## src/hdl/rlsc_pkg.sv

```systemverilog
/*
 Package for the repeat loop and read-after-write stall control block.
 Holds constants, field positions and the packed structs passed between
 decode, address generation and this block. Assumes one core clock.
*/
package rlsc_pkg;

    localparam int          RLSC_CNT_W       = 14;
    localparam int          RLSC_RA_BIT      = 4;
    localparam logic [15:0] RLSC_W0_MAP_ADDR = 16'h0000;
    localparam logic [1:0]  RLSC_REG_CNT     = 2'h0;
    localparam logic [1:0]  RLSC_REG_STATUS  = 2'h1;
    localparam logic [13:0] RLSC_CNT_RESET   = 14'h0000;
    localparam logic [1:0]  RLSC_INTERRUPT_RETURN_INSTR_PREF = 2'h2;

    typedef enum logic [1:0] {
        RLSC_AM_DIRECT,
        RLSC_AM_INDIRECT,
        RLSC_AM_IND_MOD
    } rlsc_amode_t;

    // Destination of the executing instruction
    typedef struct packed {
        logic        valid;
        logic [3:0]  reg_n;
        rlsc_amode_t mode;
        logic [15:0] addr;
    } rlsc_dst_t;

    // Source of the prefetched instruction
    typedef struct packed {
        logic        valid;
        logic [3:0]  reg_n;
        rlsc_amode_t mode;
    } rlsc_src_t;

endpackage

```

## src/hdl/rlsc_ctrl.sv

```systemverilog
/*
 Repeat loop and read-after-write stall control.
 Assumes decode pulses exec_i once per retired instruction cycle, and the
 exception unit signals entry and return; registers on a plain strobe port.
*/
`timescale 1ns/1ns
module rlsc_ctrl (
    input  wire logic                 clk_i,
    input  wire logic                 rst_i,
    input  wire logic [1:0]           reg_addr_i,
    input  wire logic [15:0]          reg_wdata_i,
    input  wire logic                 reg_wr_i,
    input  wire logic                 reg_rd_i,
    output logic      [15:0]          reg_rdata_o,
    input  wire logic                 exec_i,
    input  wire logic                 repeat_i,
    input  wire logic                 repeat_use_reg_i,
    input  wire logic [13:0]          repeat_lit_i,
    input  wire logic [15:0]          repeat_reg_i,
    input  wire logic                 psv_target_i,
    input  wire rlsc_pkg::rlsc_dst_t  dst_i,
    input  wire rlsc_pkg::rlsc_src_t  src_i,
    input  wire logic                 exc_entry_i,
    input  wire logic                 interrupt_return_instr_i,
    input  wire logic [1:0]           interrupt_return_instr_cycle_i,
    input  wire logic                 restored_ra_i,
    output logic                      repeat_active_flag_o,
    output logic                      pc_hold_o,
    output logic                      fetch_inhibit_o,
    output logic                      data_inhibit_o,
    output logic                      stall_o,
    output logic                      psv_extra_o,
    output logic                      interrupt_return_instr_prefetch_o,
    output logic                      stacked_ra_o
);

    logic [13:0] repeat_loop_counter;
    logic        repeat_active_flag;
    logic        stall;
    logic        hazard;
    logic        skip_stall;
    logic        psv_pending;
    logic [13:0] next_count;
    logic        cnt_wr;

    function automatic logic [3:0] map_reg(input logic [15:0] addr);
        map_reg = addr[4:1];
    endfunction

    function automatic logic uses_ea(input rlsc_pkg::rlsc_amode_t m);
        uses_ea = (m != rlsc_pkg::RLSC_AM_DIRECT);
    endfunction

    assign cnt_wr = reg_wr_i && (reg_addr_i == rlsc_pkg::RLSC_REG_CNT);
    assign next_count = repeat_use_reg_i ? repeat_reg_i[13:0] : repeat_lit_i;

    // Hazard: destination really changes the register used by the next address calc
    always_comb begin
        hazard = 1'b0;
        if (dst_i.valid && src_i.valid && uses_ea(src_i.mode)) begin
            if (dst_i.mode == rlsc_pkg::RLSC_AM_DIRECT
                    && dst_i.reg_n == src_i.reg_n) begin
                hazard = 1'b1;
            end
            if (dst_i.mode == rlsc_pkg::RLSC_AM_IND_MOD
                    && dst_i.reg_n == src_i.reg_n) begin
                hazard = 1'b1;
            end
            if (dst_i.mode != rlsc_pkg::RLSC_AM_DIRECT
                    && dst_i.addr[15:5] == 11'h000 && !dst_i.addr[0]
                    && map_reg(dst_i.addr) == src_i.reg_n) begin
                hazard = 1'b1;
            end
        end
    end

    // Stall sequencing, one cycle in front of the prefetched instruction
    always_ff @(posedge clk_i or posedge rst_i) begin
        if (rst_i) begin
            stall <= 1'b0;
        end else if (stall) begin
            stall <= 1'b0;
        end else if (exec_i && hazard && !exc_entry_i && !skip_stall) begin
            stall <= 1'b1;
        end
    end

    // Exception between the pair hides the stall; it runs after return without it
    always_ff @(posedge clk_i or posedge rst_i) begin
        if (rst_i) begin
            skip_stall <= 1'b0;
        end else if (exc_entry_i) begin
            skip_stall <= 1'b1;
        end else if (exec_i) begin
            skip_stall <= 1'b0;
        end
    end

    // Counter, loaded by repeat, decremented per iteration, software writable
    always_ff @(posedge clk_i or posedge rst_i) begin
        if (rst_i) begin
            repeat_loop_counter <= rlsc_pkg::RLSC_CNT_RESET;
        end else if (cnt_wr) begin
            repeat_loop_counter <= reg_wdata_i[13:0];
        end else if (exec_i && repeat_i) begin
            repeat_loop_counter <= next_count;
        end else if (exec_i && !stall && repeat_active_flag
                     && repeat_loop_counter != 14'h0000) begin
            repeat_loop_counter <= repeat_loop_counter - 14'h0001;
        end
    end

    // Active flag: hardware-only; status writes never reach it
    always_ff @(posedge clk_i or posedge rst_i) begin
        if (rst_i) begin
            repeat_active_flag <= 1'b0;
        end else if (exc_entry_i) begin
            repeat_active_flag <= 1'b0;
        end else if (interrupt_return_instr_i && interrupt_return_instr_cycle_i == rlsc_pkg::RLSC_INTERRUPT_RETURN_INSTR_PREF) begin
            repeat_active_flag <= restored_ra_i
                && (repeat_loop_counter != 14'h0000);
        end else if (exec_i && repeat_i) begin
            repeat_active_flag <= (next_count != 14'h0000);
        end else if (exec_i && !stall && repeat_active_flag
                     && (repeat_loop_counter <= 14'h0001)) begin
            repeat_active_flag <= 1'b0;
        end else if (repeat_active_flag && repeat_loop_counter == 14'h0000) begin
            repeat_active_flag <= 1'b0;
        end
    end

    // Flag pushed as part of the low status byte, taken before the clear
    always_ff @(posedge clk_i or posedge rst_i) begin
        if (rst_i) begin
            stacked_ra_o <= 1'b0;
        end else if (exc_entry_i) begin
            stacked_ra_o <= repeat_active_flag;
        end
    end

    // Program-space target needs one extra cycle after an exception return that restores an active repeat
    always_ff @(posedge clk_i or posedge rst_i) begin
        if (rst_i) begin
            psv_pending <= 1'b0;
        end else if (interrupt_return_instr_i && interrupt_return_instr_cycle_i == rlsc_pkg::RLSC_INTERRUPT_RETURN_INSTR_PREF) begin
            psv_pending <= restored_ra_i && psv_target_i;
        end else if (exec_i) begin
            psv_pending <= 1'b0;
        end
    end

    always_ff @(posedge clk_i or posedge rst_i) begin
        if (rst_i) begin
            reg_rdata_o <= 16'h0000;
        end else if (reg_rd_i) begin
            case (reg_addr_i)
                rlsc_pkg::RLSC_REG_CNT:    reg_rdata_o <= {2'h0, repeat_loop_counter};
                rlsc_pkg::RLSC_REG_STATUS: reg_rdata_o <=
                    {11'h000, repeat_active_flag, 4'h0};
                default:                   reg_rdata_o <= 16'h0000;
            endcase
        end
    end

    // Handshake-style controls may be combinational
    assign repeat_active_flag_o = repeat_active_flag;
    assign stall_o              = stall;
    assign pc_hold_o            = repeat_active_flag || stall;
    assign fetch_inhibit_o      = repeat_active_flag || stall;
    assign data_inhibit_o       = stall;
    assign psv_extra_o          = psv_pending && psv_target_i;
    assign interrupt_return_instr_prefetch_o    = interrupt_return_instr_i
        && interrupt_return_instr_cycle_i == rlsc_pkg::RLSC_INTERRUPT_RETURN_INSTR_PREF;

endmodule

```

## config.mk

```make
export PLATFORM = sky130hd
export DESIGN_NAME = rlsc_ctrl
export DESIGN_NICKNAME = d
export VERILOG_FILES = /design/src/hdl/rlsc_pkg.sv /design/src/hdl/rlsc_ctrl.sv
export SDC_FILE = /design/constraint.sdc
export NUM_CORES = 1
export LEC_CHECK = 0
export BUFFER_PORTS_ARGS = -buffer_cell sky130_fd_sc_hd__buf_2
export CAP_MARGIN = 20
export CORE_ASPECT_RATIO = 2
export CORE_MARGIN = 4
export CORE_UTILIZATION = 39
export DETAILED_ROUTE_END_ITERATION = 10
export GPL_TIMING_DRIVEN = 0
export PLACE_DENSITY = 0.7
export SLEW_MARGIN = 5
export SYNTH_ARGS = -nofsm -noshare
export SYNTH_HDL_FRONTEND = slang
export SYNTH_SLANG_ARGS = --single-unit
export TNS_END_PERCENT = 1
```

## constraint.sdc

```tcl
create_clock -name clk_i -period 2.75 [get_ports clk_i]
set_clock_uncertainty 0.05 [all_clocks]
set_input_delay 0.55 -clock clk_i [delete_from_list [all_inputs] [get_ports clk_i]]
set_output_delay 0.55 -clock clk_i [all_outputs]
set_load 0.05 [all_outputs]
```

---- After elaboration in Yosys (flattened, before gate mapping) ----
Cells that the tools add are included.
storage, ports and cells
  memories ................................ 0
  memory bits (read-only) ................. 0
  bits in writable memories ............... 0
  input bits .............................. 91
  flip-flop bits (word level) ............. 35
  latch bits .............................. 0
  output and inout bits ................... 24
  logic and storage cells ................. 71
cells by class
  divide/modulo/power cells ............... 0
  order comparisons ....................... 1
  equality and inequality tests ........... 5
  multiply operators ...................... 0
  bitwise operators ....................... 0
  reductions and logical operators ........ 38
  multiplexer cells ....................... 19
  shifts and indexed selects .............. 0
  add/subtract/negate cells ............... 1
operators by type and width
  kind                                                                               count
  14-bit two-way mux                                                                 4
  14-bit one-hot mux with 2 select lines                                             1
  14-bit nonzero test                                                                2
  1-bit logical AND                                                                  21
  14-bit by 1-bit less-or-equal comparator with 1-bit output, second input constant  1
  14-bit logical NOT                                                                 1
  1-bit two-way mux                                                                  14
  14-bit by 1-bit subtractor with 14-bit output, second input constant               1
  11-bit logical NOT                                                                 1
  4-bit equality test                                                                2
  2-bit nonzero test                                                                 4
  5-bit nonzero test                                                                 1
  2-bit equality test, second input constant                                         2
  1-bit logical NOT                                                                  4
  2-bit logical NOT                                                                  2
  3-bit nonzero test                                                                 1
  2-bit by 1-bit equality test with 1-bit output, second input constant              1
  1-bit logical OR                                                                   1

---- Depth between registers and ports, before layout ----
Gate-level depths: netlist of the first run.
  word-level depth ........................ 11
  depth in mapped cells ................... 8
  mapped depth without buffers ............ 7

---- Worst setup path before layout of the first run ----
OpenSTA, ideal clock, no wires.
  path kind ............................... flip-flop to flip-flop
  from .................................... register repeat_loop_counter[0]
  to ...................................... register repeat_loop_counter[10]
  setup slack ............................. 0.669 ns
  required time ........................... 2.574 ns
  stages on the path, launching flop included .. 8
  path buffers ............................ 0
  period minus slack after synthesis ...... 2.081 ns
  setup time .............................. 0.126 ns
  arrival ................................. 1.905 ns
  path through ............................ dfrtp_1 inv_1 ha_1 or3b_2 nor3_4 xnor2_1 a2111oi_2 a221o_2
between the ends
  word-level cells in the longest chain between the ends .. 4
  elaborated cells on any way between the ends .. 7
  classes of those cells .................. 1 x add/sub; 3 x mux; 3 x reduce/logical
RTL lines
  what                                           line              text
  from (decl)                                    rlsc_ctrl.sv:37   logic [13:0] repeat_loop_counter;
  from (signal assigned)                         rlsc_ctrl.sv:102  repeat_loop_counter <= rlsc_pkg::RLSC_CNT_RESET;
  from (signal assigned)                         rlsc_ctrl.sv:104  repeat_loop_counter <= reg_wdata_i[13:0];
  from (signal assigned)                         rlsc_ctrl.sv:106  repeat_loop_counter <= next_count;
  14-bit by 1-bit subtractor with 14-bit output  rlsc_ctrl.sv:109  repeat_loop_counter <= repeat_loop_counter - 14'h0001;
  14-bit two-way mux                             rlsc_ctrl.sv:107  end else if (exec_i && !stall && repeat_active_flag
  14-bit two-way mux                             rlsc_ctrl.sv:105  end else if (exec_i && repeat_i) begin
  14-bit two-way mux                             rlsc_ctrl.sv:103  end else if (cnt_wr) begin
Several ways; a longest one is shown, not always the timed one. The select of a mux whose other input is x is not followed.
A chain may end at the register's enable or synchronous reset.

---- Final worst setup path of the first run ----
  from .................................... register repeat_loop_counter[0]
  to ...................................... register repeat_loop_counter[9]
Same word-level chain as after synthesis.

==> out/qor.yml, run 1 <==
avgSynthCellArea_sq_um: 8.54
num_antenna_cells: 0
min_path_type: "primary input to asynchronous set/reset pin"
power.leakage_nw: 1.46
seq_area_sq_um: 826
drtIter0Drc: 77
vias_per_cell: 5.50
worst_slack_ps: 304
cts_buffer_depth: 2
synth_enable_flop_cells: 0
ant_nets: 0
finalCriticalPeriod_ps: 2450
die_y_um: 117
grtUsageMet3: 0.0318
top_usage_layer: "met2"
die_x_um: 62.3
powerDensity_nw_per_um2: 610
grt_first_pass_wirelength_um: 11800
layout_commonest_cell: "buf_2"
nets: 478
root_buffer: "clkbuf_16"
drive_gt1_frac: 0.366
port_buffers: 107
synth_top_area_cell: "dfrtp_1"
rsz0062_at_grt: "no"
final_cell_mix: "buf_2 (109), dfrtp_1 (33), o21ai_0 (26), a21oi_1 (24), nor2_1 (22)"
finalWirelength_um: 7200
finalPower_mw: 1.88
worstPathArrival_ps: 2600
cp.required_ps: 2900
use_met1: 0.205
period_share: 0.890
yosysTopAreaCellShare: 0.359
dr.pass1.iters: 5
crit_fanout: 10
ys_seq_area_frac: 0.359
synth_area_leaders: "dfrtp_1 (36%), o21ai_0 (5.7%), a21oi_1 (5.2%)"
hold_viol: 0
async_flop_share: 1.00
clock_latency_ps: 280
ys_ff_latch: 33
wl_per_cell_um: 16.2
dpl.cell_count: 439
drc_errors: 0
die_area_sq_um: 7260
fillers: 580
place_congestion: 0.946
grt_pass1_vias: 2585
path_class: "flop to flop"
synth_ff_type: "dfrtp_1"
grt_start_max_net_pins: 23
num_vias: 2454
fin_util: 0.540
ys_types: 54
start_util: 0.403
fmax_mhz: 409
dp_hpwl_um: 5970
groute.usage.overall: 0.203
max-slew-margin-rel: 0.527
cts_max_level: 2
final-setup-viol-count: 0
antenna_found_initial: 0
cts_hold_buf: 0
postCtsSetupBuffers: 0
post_cts_resized: 0
final_area_sq_um: 3080
yosys_warnings: 0
areaGrowthSynthToFinish_pct: 34.2
rows: 39
pre_cts_slack_ps: 312
grtUsageMet2: 0.371
coreArea_sq_um: 5710
io_pins: 115
placed_cell_area_sq_um: 2940
whs_ps: 266
finalSetupTns_ps: 0
cts_buffers: 5
fin_cells: 446
status: "completed"
cp-start-kind: "flop"
overflow: 0
vdd_drop_max_mv: 0.440
synth_area_sq_um: 2300
drv_slew: 0
syn_inst: 269
worst_pin_slew_ps: 706
multi_input_area_sq_um: 1270
cap_violations: 0
tritoncts: "done"
clkSinkCount: 33
clk_pin_slew_ps: 50
end_kind: "flop"
==> state kept, by name, summed over array words and instances, names as in the netlist <==
signal / cells
data_inhibit_o: 1
reg_rdata_o: 14
psv_pending: 1
stacked_ra_o: 1
skip_stall: 1
repeat_loop_counter: 14
repeat_active_flag_o: 1
==> worst paths after layout <==
check / start / endpoint / slack, ps / cells after the start
min in group clk_i: skip_stall / skip_stall / 440 / 1
hold / removal: rst_i / repeat_loop_counter[4] / 270 / 2
setup / recovery: repeat_loop_counter[0] / repeat_loop_counter[9] / 300 / 8
max in group asynchronous: rst_i / reg_rdata_o[10] / 1880 / 3
setup reg to reg: repeat_loop_counter[0] / repeat_loop_counter[9] / 300 / 8
hold reg to reg: skip_stall / skip_stall / 440 / 1
==> layout make-up <==
type / instances / share of cell area
multi-input cells: 199 / 0.413
inverters: 18 / 0.0219
well taps: 61 / 0.0247
flip-flops and latches: 33 / 0.268
repair buffers: 108 / 0.183
plain buffers: 20 / 0.0434
clock buffers: 7 / 0.0462
==> critical path, cell delays in order (launching register included) <==
cell and delay (ps):
dfrtp_1 470, inv_1 90, ha_1 240, nor3b_1 290, nand4_1 260, a31oi_4 400, buf_2 320, a21oi_1 90
a21oi_1 160
==> kinds of logic after synthesis <==
logic type,Yosys count,synth area share
AND/OR/NAND/NOR,88,0.206
AO/OA/AOI/OAI,78,0.217
buffers and inverters,38,0.0876
flip-flops,33,0.359
XOR/XNOR,18,0.0686
multiplexers,11,0.0490
adder cells (fa/ha/maj),2,0.0109
other,1,0.00163
==> routing by layer <==
| metal | routed length [um] | share of wire |
|---|---|---|
| met5 | 0 | 0 |
| met4 | 489 | 0.068 |
| met3 | 510 | 0.071 |
| met2 | 3920 | 0.54 |
| met1 | 2280 | 0.32 |
==> report_power, final <==
part,leakage (nW),switching [mW],internal [mW]
Sequential,0.408,0.104,0.576
Clock,0.0700,0.194,0.355
Combinational,0.980,0.391,0.261
==> cell usage after synthesis (2+ instances only) <==
cell type	number
dfrtp_1	33
o21ai_0	26
a21oi_1	24
nor2_1	22
nand2_1	20
inv_1	18
nor4_1	13
a211oi_1	10
mux2i_1	9
xnor2_1	9
xor2_1	9
clkbuf_1	8
nand3_1	5
buf_4	4
buf_6	4
nor2b_1	4
nand4_1	3
a311oi_1	2
and2_1	2
buf_2	2
ha_1	2
mux2_2	2
nor3_1	2
nor3b_1	2
o31ai_1	2
or2_2	2
or3_1	2
or3b_2	2
No activity file was read; power rests on OpenSTA's default activity.
==> run 2: changes to the inputs <==
Settings changed: ABC_AREA set to 1, GPL_TIMING_DRIVEN 0 to not set, PLACE_DENSITY 0.7 to 0.68.
==> out/qor.yml, run 2 <==
cap_violations: 0  # unchanged
fillers: 673  # +16%
die_y_um: 122  # +4.8%
io_pins: 115  # unchanged
clkSinkCount: 33  # unchanged
grt_pass1_vias: 2923  # +13%
powerDensity_nw_per_um2: 575  # -5.6%
syn_inst: 395  # +47%
finalSetupTns_ps: 0  # unchanged
status: "completed"
drv_slew: 0  # unchanged
period_share: 0.704  # -0.186
overflow: 0  # unchanged
fin_cells: 586  # +31%
synthTopCellsByCount: "nand2_1 (129), inv_1 (54), nor2_1 (49)"
drc_errors: 0  # unchanged
hold_viol: 0  # unchanged
vias_per_cell: 4.90  # -11%
clk_pin_slew_ps: 50  # about the same
ys_types: 32  # -41%
groute.usage.overall: 0.211  # +0.00758
drtIter0Drc: 93  # +21%
placed_cell_area_sq_um: 3130  # +6.3%
coreArea_sq_um: 6310  # +11%
crit_fanout: 6  # -4
yosysMostFrequentCell: "nand2_1"
areaGrowthSynthToFinish_pct: 29.3
grt_start_max_net_pins: 34  # +48%
cts_max_level: 2  # unchanged
grtUsageMet3: 0.0351  # +0.00329
num_vias: 2873  # +17%
seq_area_sq_um: 826  # unchanged
final-setup-viol-count: 0  # unchanged
die_x_um: 65.1  # +4.5%
dr.pass1.iters: 4  # -1
layout_commonest_cell: "nand2_1"
start_util: 0.403  # about the same
ant_nets: 0  # unchanged
cp-start-kind: "primary input"
async_flop_share: 1.00  # unchanged
power.leakage_nw: 1.87  # +28%
nets: 592  # +24%
min_path_type: "primary input to asynchronous set/reset pin"
grtUsageMet2: 0.432  # +0.0611
dpl.cell_count: 578  # +32%
grt_first_pass_wirelength_um: 12800  # +8.2%
synth_ff_type: "dfrtp_1"
finalCriticalPeriod_ps: 1930  # -512 ps
top_usage_layer: "met2"
cp.required_ps: 2150  # -750 ps
place_congestion: 0.861  # -8.9%
final_cell_mix: "nand2_1 (129), buf_2 (108), inv_1 (54), nor2_1 (49), dfrtp_1 (33)"
yosysTopAreaCellShare: 0.325  # -0.0343
num_antenna_cells: 0  # unchanged
top_regs: "reg_rdata_o: 14 flops, repeat_loop_counter: 14 flops"
dp_hpwl_um: 6740  # +13%
post_cts_resized: 0  # unchanged
root_buffer: "clkbuf_16"
use_met1: 0.180  # -0.0258
end_kind: "output pin"
port_buffers: 108  # +0.93%
antenna_found_initial: 0  # unchanged
worstPathArrival_ps: 1330  # -1270 ps
drive_gt1_frac: 0.270  # -0.0962
rsz0062_at_grt: "no"
synth_top_area_cell: "dfrtp_1"
vdd_drop_max_mv: 0.239  # -46%
wl_per_cell_um: 13.6  # -16%
finalWirelength_um: 7950  # +10%
cts_buffers: 5  # unchanged
fmax_mhz: 517  # +26%
final_area_sq_um: 3290  # +6.5%
multi_input_area_sq_um: 1410  # +11%
cts_buffer_depth: 2  # unchanged
tritoncts: "done"
rows: 41  # +5.1%
yosys_warnings: 0  # unchanged
synth_enable_flop_cells: 0  # unchanged
avgSynthCellArea_sq_um: 6.43  # -25%
clock_latency_ps: 280  # about the same
postCtsSetupBuffers: 0  # unchanged
synth_area_sq_um: 2540  # +11%
ys_seq_area_frac: 0.325  # -0.0343
synth_area_leaders: "dfrtp_1 (32%), nand2_1 (19%), inv_1 (8.0%)"
die_area_sq_um: 7950  # +9.5%
path_class: "primary input to output pin"
ys_ff_latch: 33  # unchanged
cts_hold_buf: 0  # unchanged
## run 2: path summary, 6_finish.rpt
path	depth (start not counted)	from	to	slack (ps)
worst max-delay path	4	interrupt_return_instr_i	interrupt_return_instr_prefetch_o	820
worst min-delay path	3	rst_i	reg_rdata_o[5]	300
worst max register to register	9	repeat_loop_counter[0]	repeat_loop_counter[1]	870
worst min register to register	2	stacked_ra_o	stacked_ra_o	450
max in group asynchronous	3	rst_i	reg_rdata_o[11]	2040
min in group clk_i	2	exec_i	skip_stall	440
## run 2: per-layer routing
layer / wire [um] / vias to the layer above
li1: - / 1466
met1: 2620 / 1264
met2: 4580 / 118
met3: 467 / 25
met4: 286 / 0
met5: 0 / -
## run 2: stage by stage
step | total power, mW | worst slack (ps) | hold slack [ps] | util
2_1_floorplan | 1.11 | 776 | 447 | -
3_3_place_gp | 1.30 | 800 | 416 | 0.496
3_5_place_dp | 1.31 | 785 | 432 | 0.496
4_1_cts | 1.90 | 828 | 319 | 0.521
5_1_grt | 2.00 | 737 | 360 | 0.521
6_report | 1.89 | 815 | 300 | 0.521
## run 2: critical path, stage by stage
cell	delay [ps]
buf_2	80
nand2_1	40
nor2_1	320
buf_2	350
## run 2: cell type report
class | instances | area share
inverters | 56 | 0.0644
repair buffers | 112 | 0.174
flip-flops and latches | 33 | 0.251
multi-input cells | 291 | 0.430
well taps | 86 | 0.0327
clock inverters | 1 | 0.00152
clock buffers | 7 | 0.0465
## run 2: power by group
| part | internal, mW | switching [mW] |
|---|---|---|
| sequential | 0.566 | 0.104 |
| clock | 0.383 | 0.207 |
| combinational | 0.215 | 0.415 |
## run 2: kinds of logic (layout without fill, tap and decap cells)
| kind of cell | count (synthesis) | after routing | share of synthesized area |
|---|---|---|---|
| compound gates | 57 | 57 | 0.145 |
| xor+xnor | 2 | 2 | 0.00689 |
| flops | 33 | 33 | 0.325 |
| buf+inv | 72 | 176 | 0.121 |
| other cells | 1 | 2 | 0.00148 |
| fa+ha+maj | 2 | 2 | 0.00985 |
| simple gates | 228 | 228 | 0.391 |
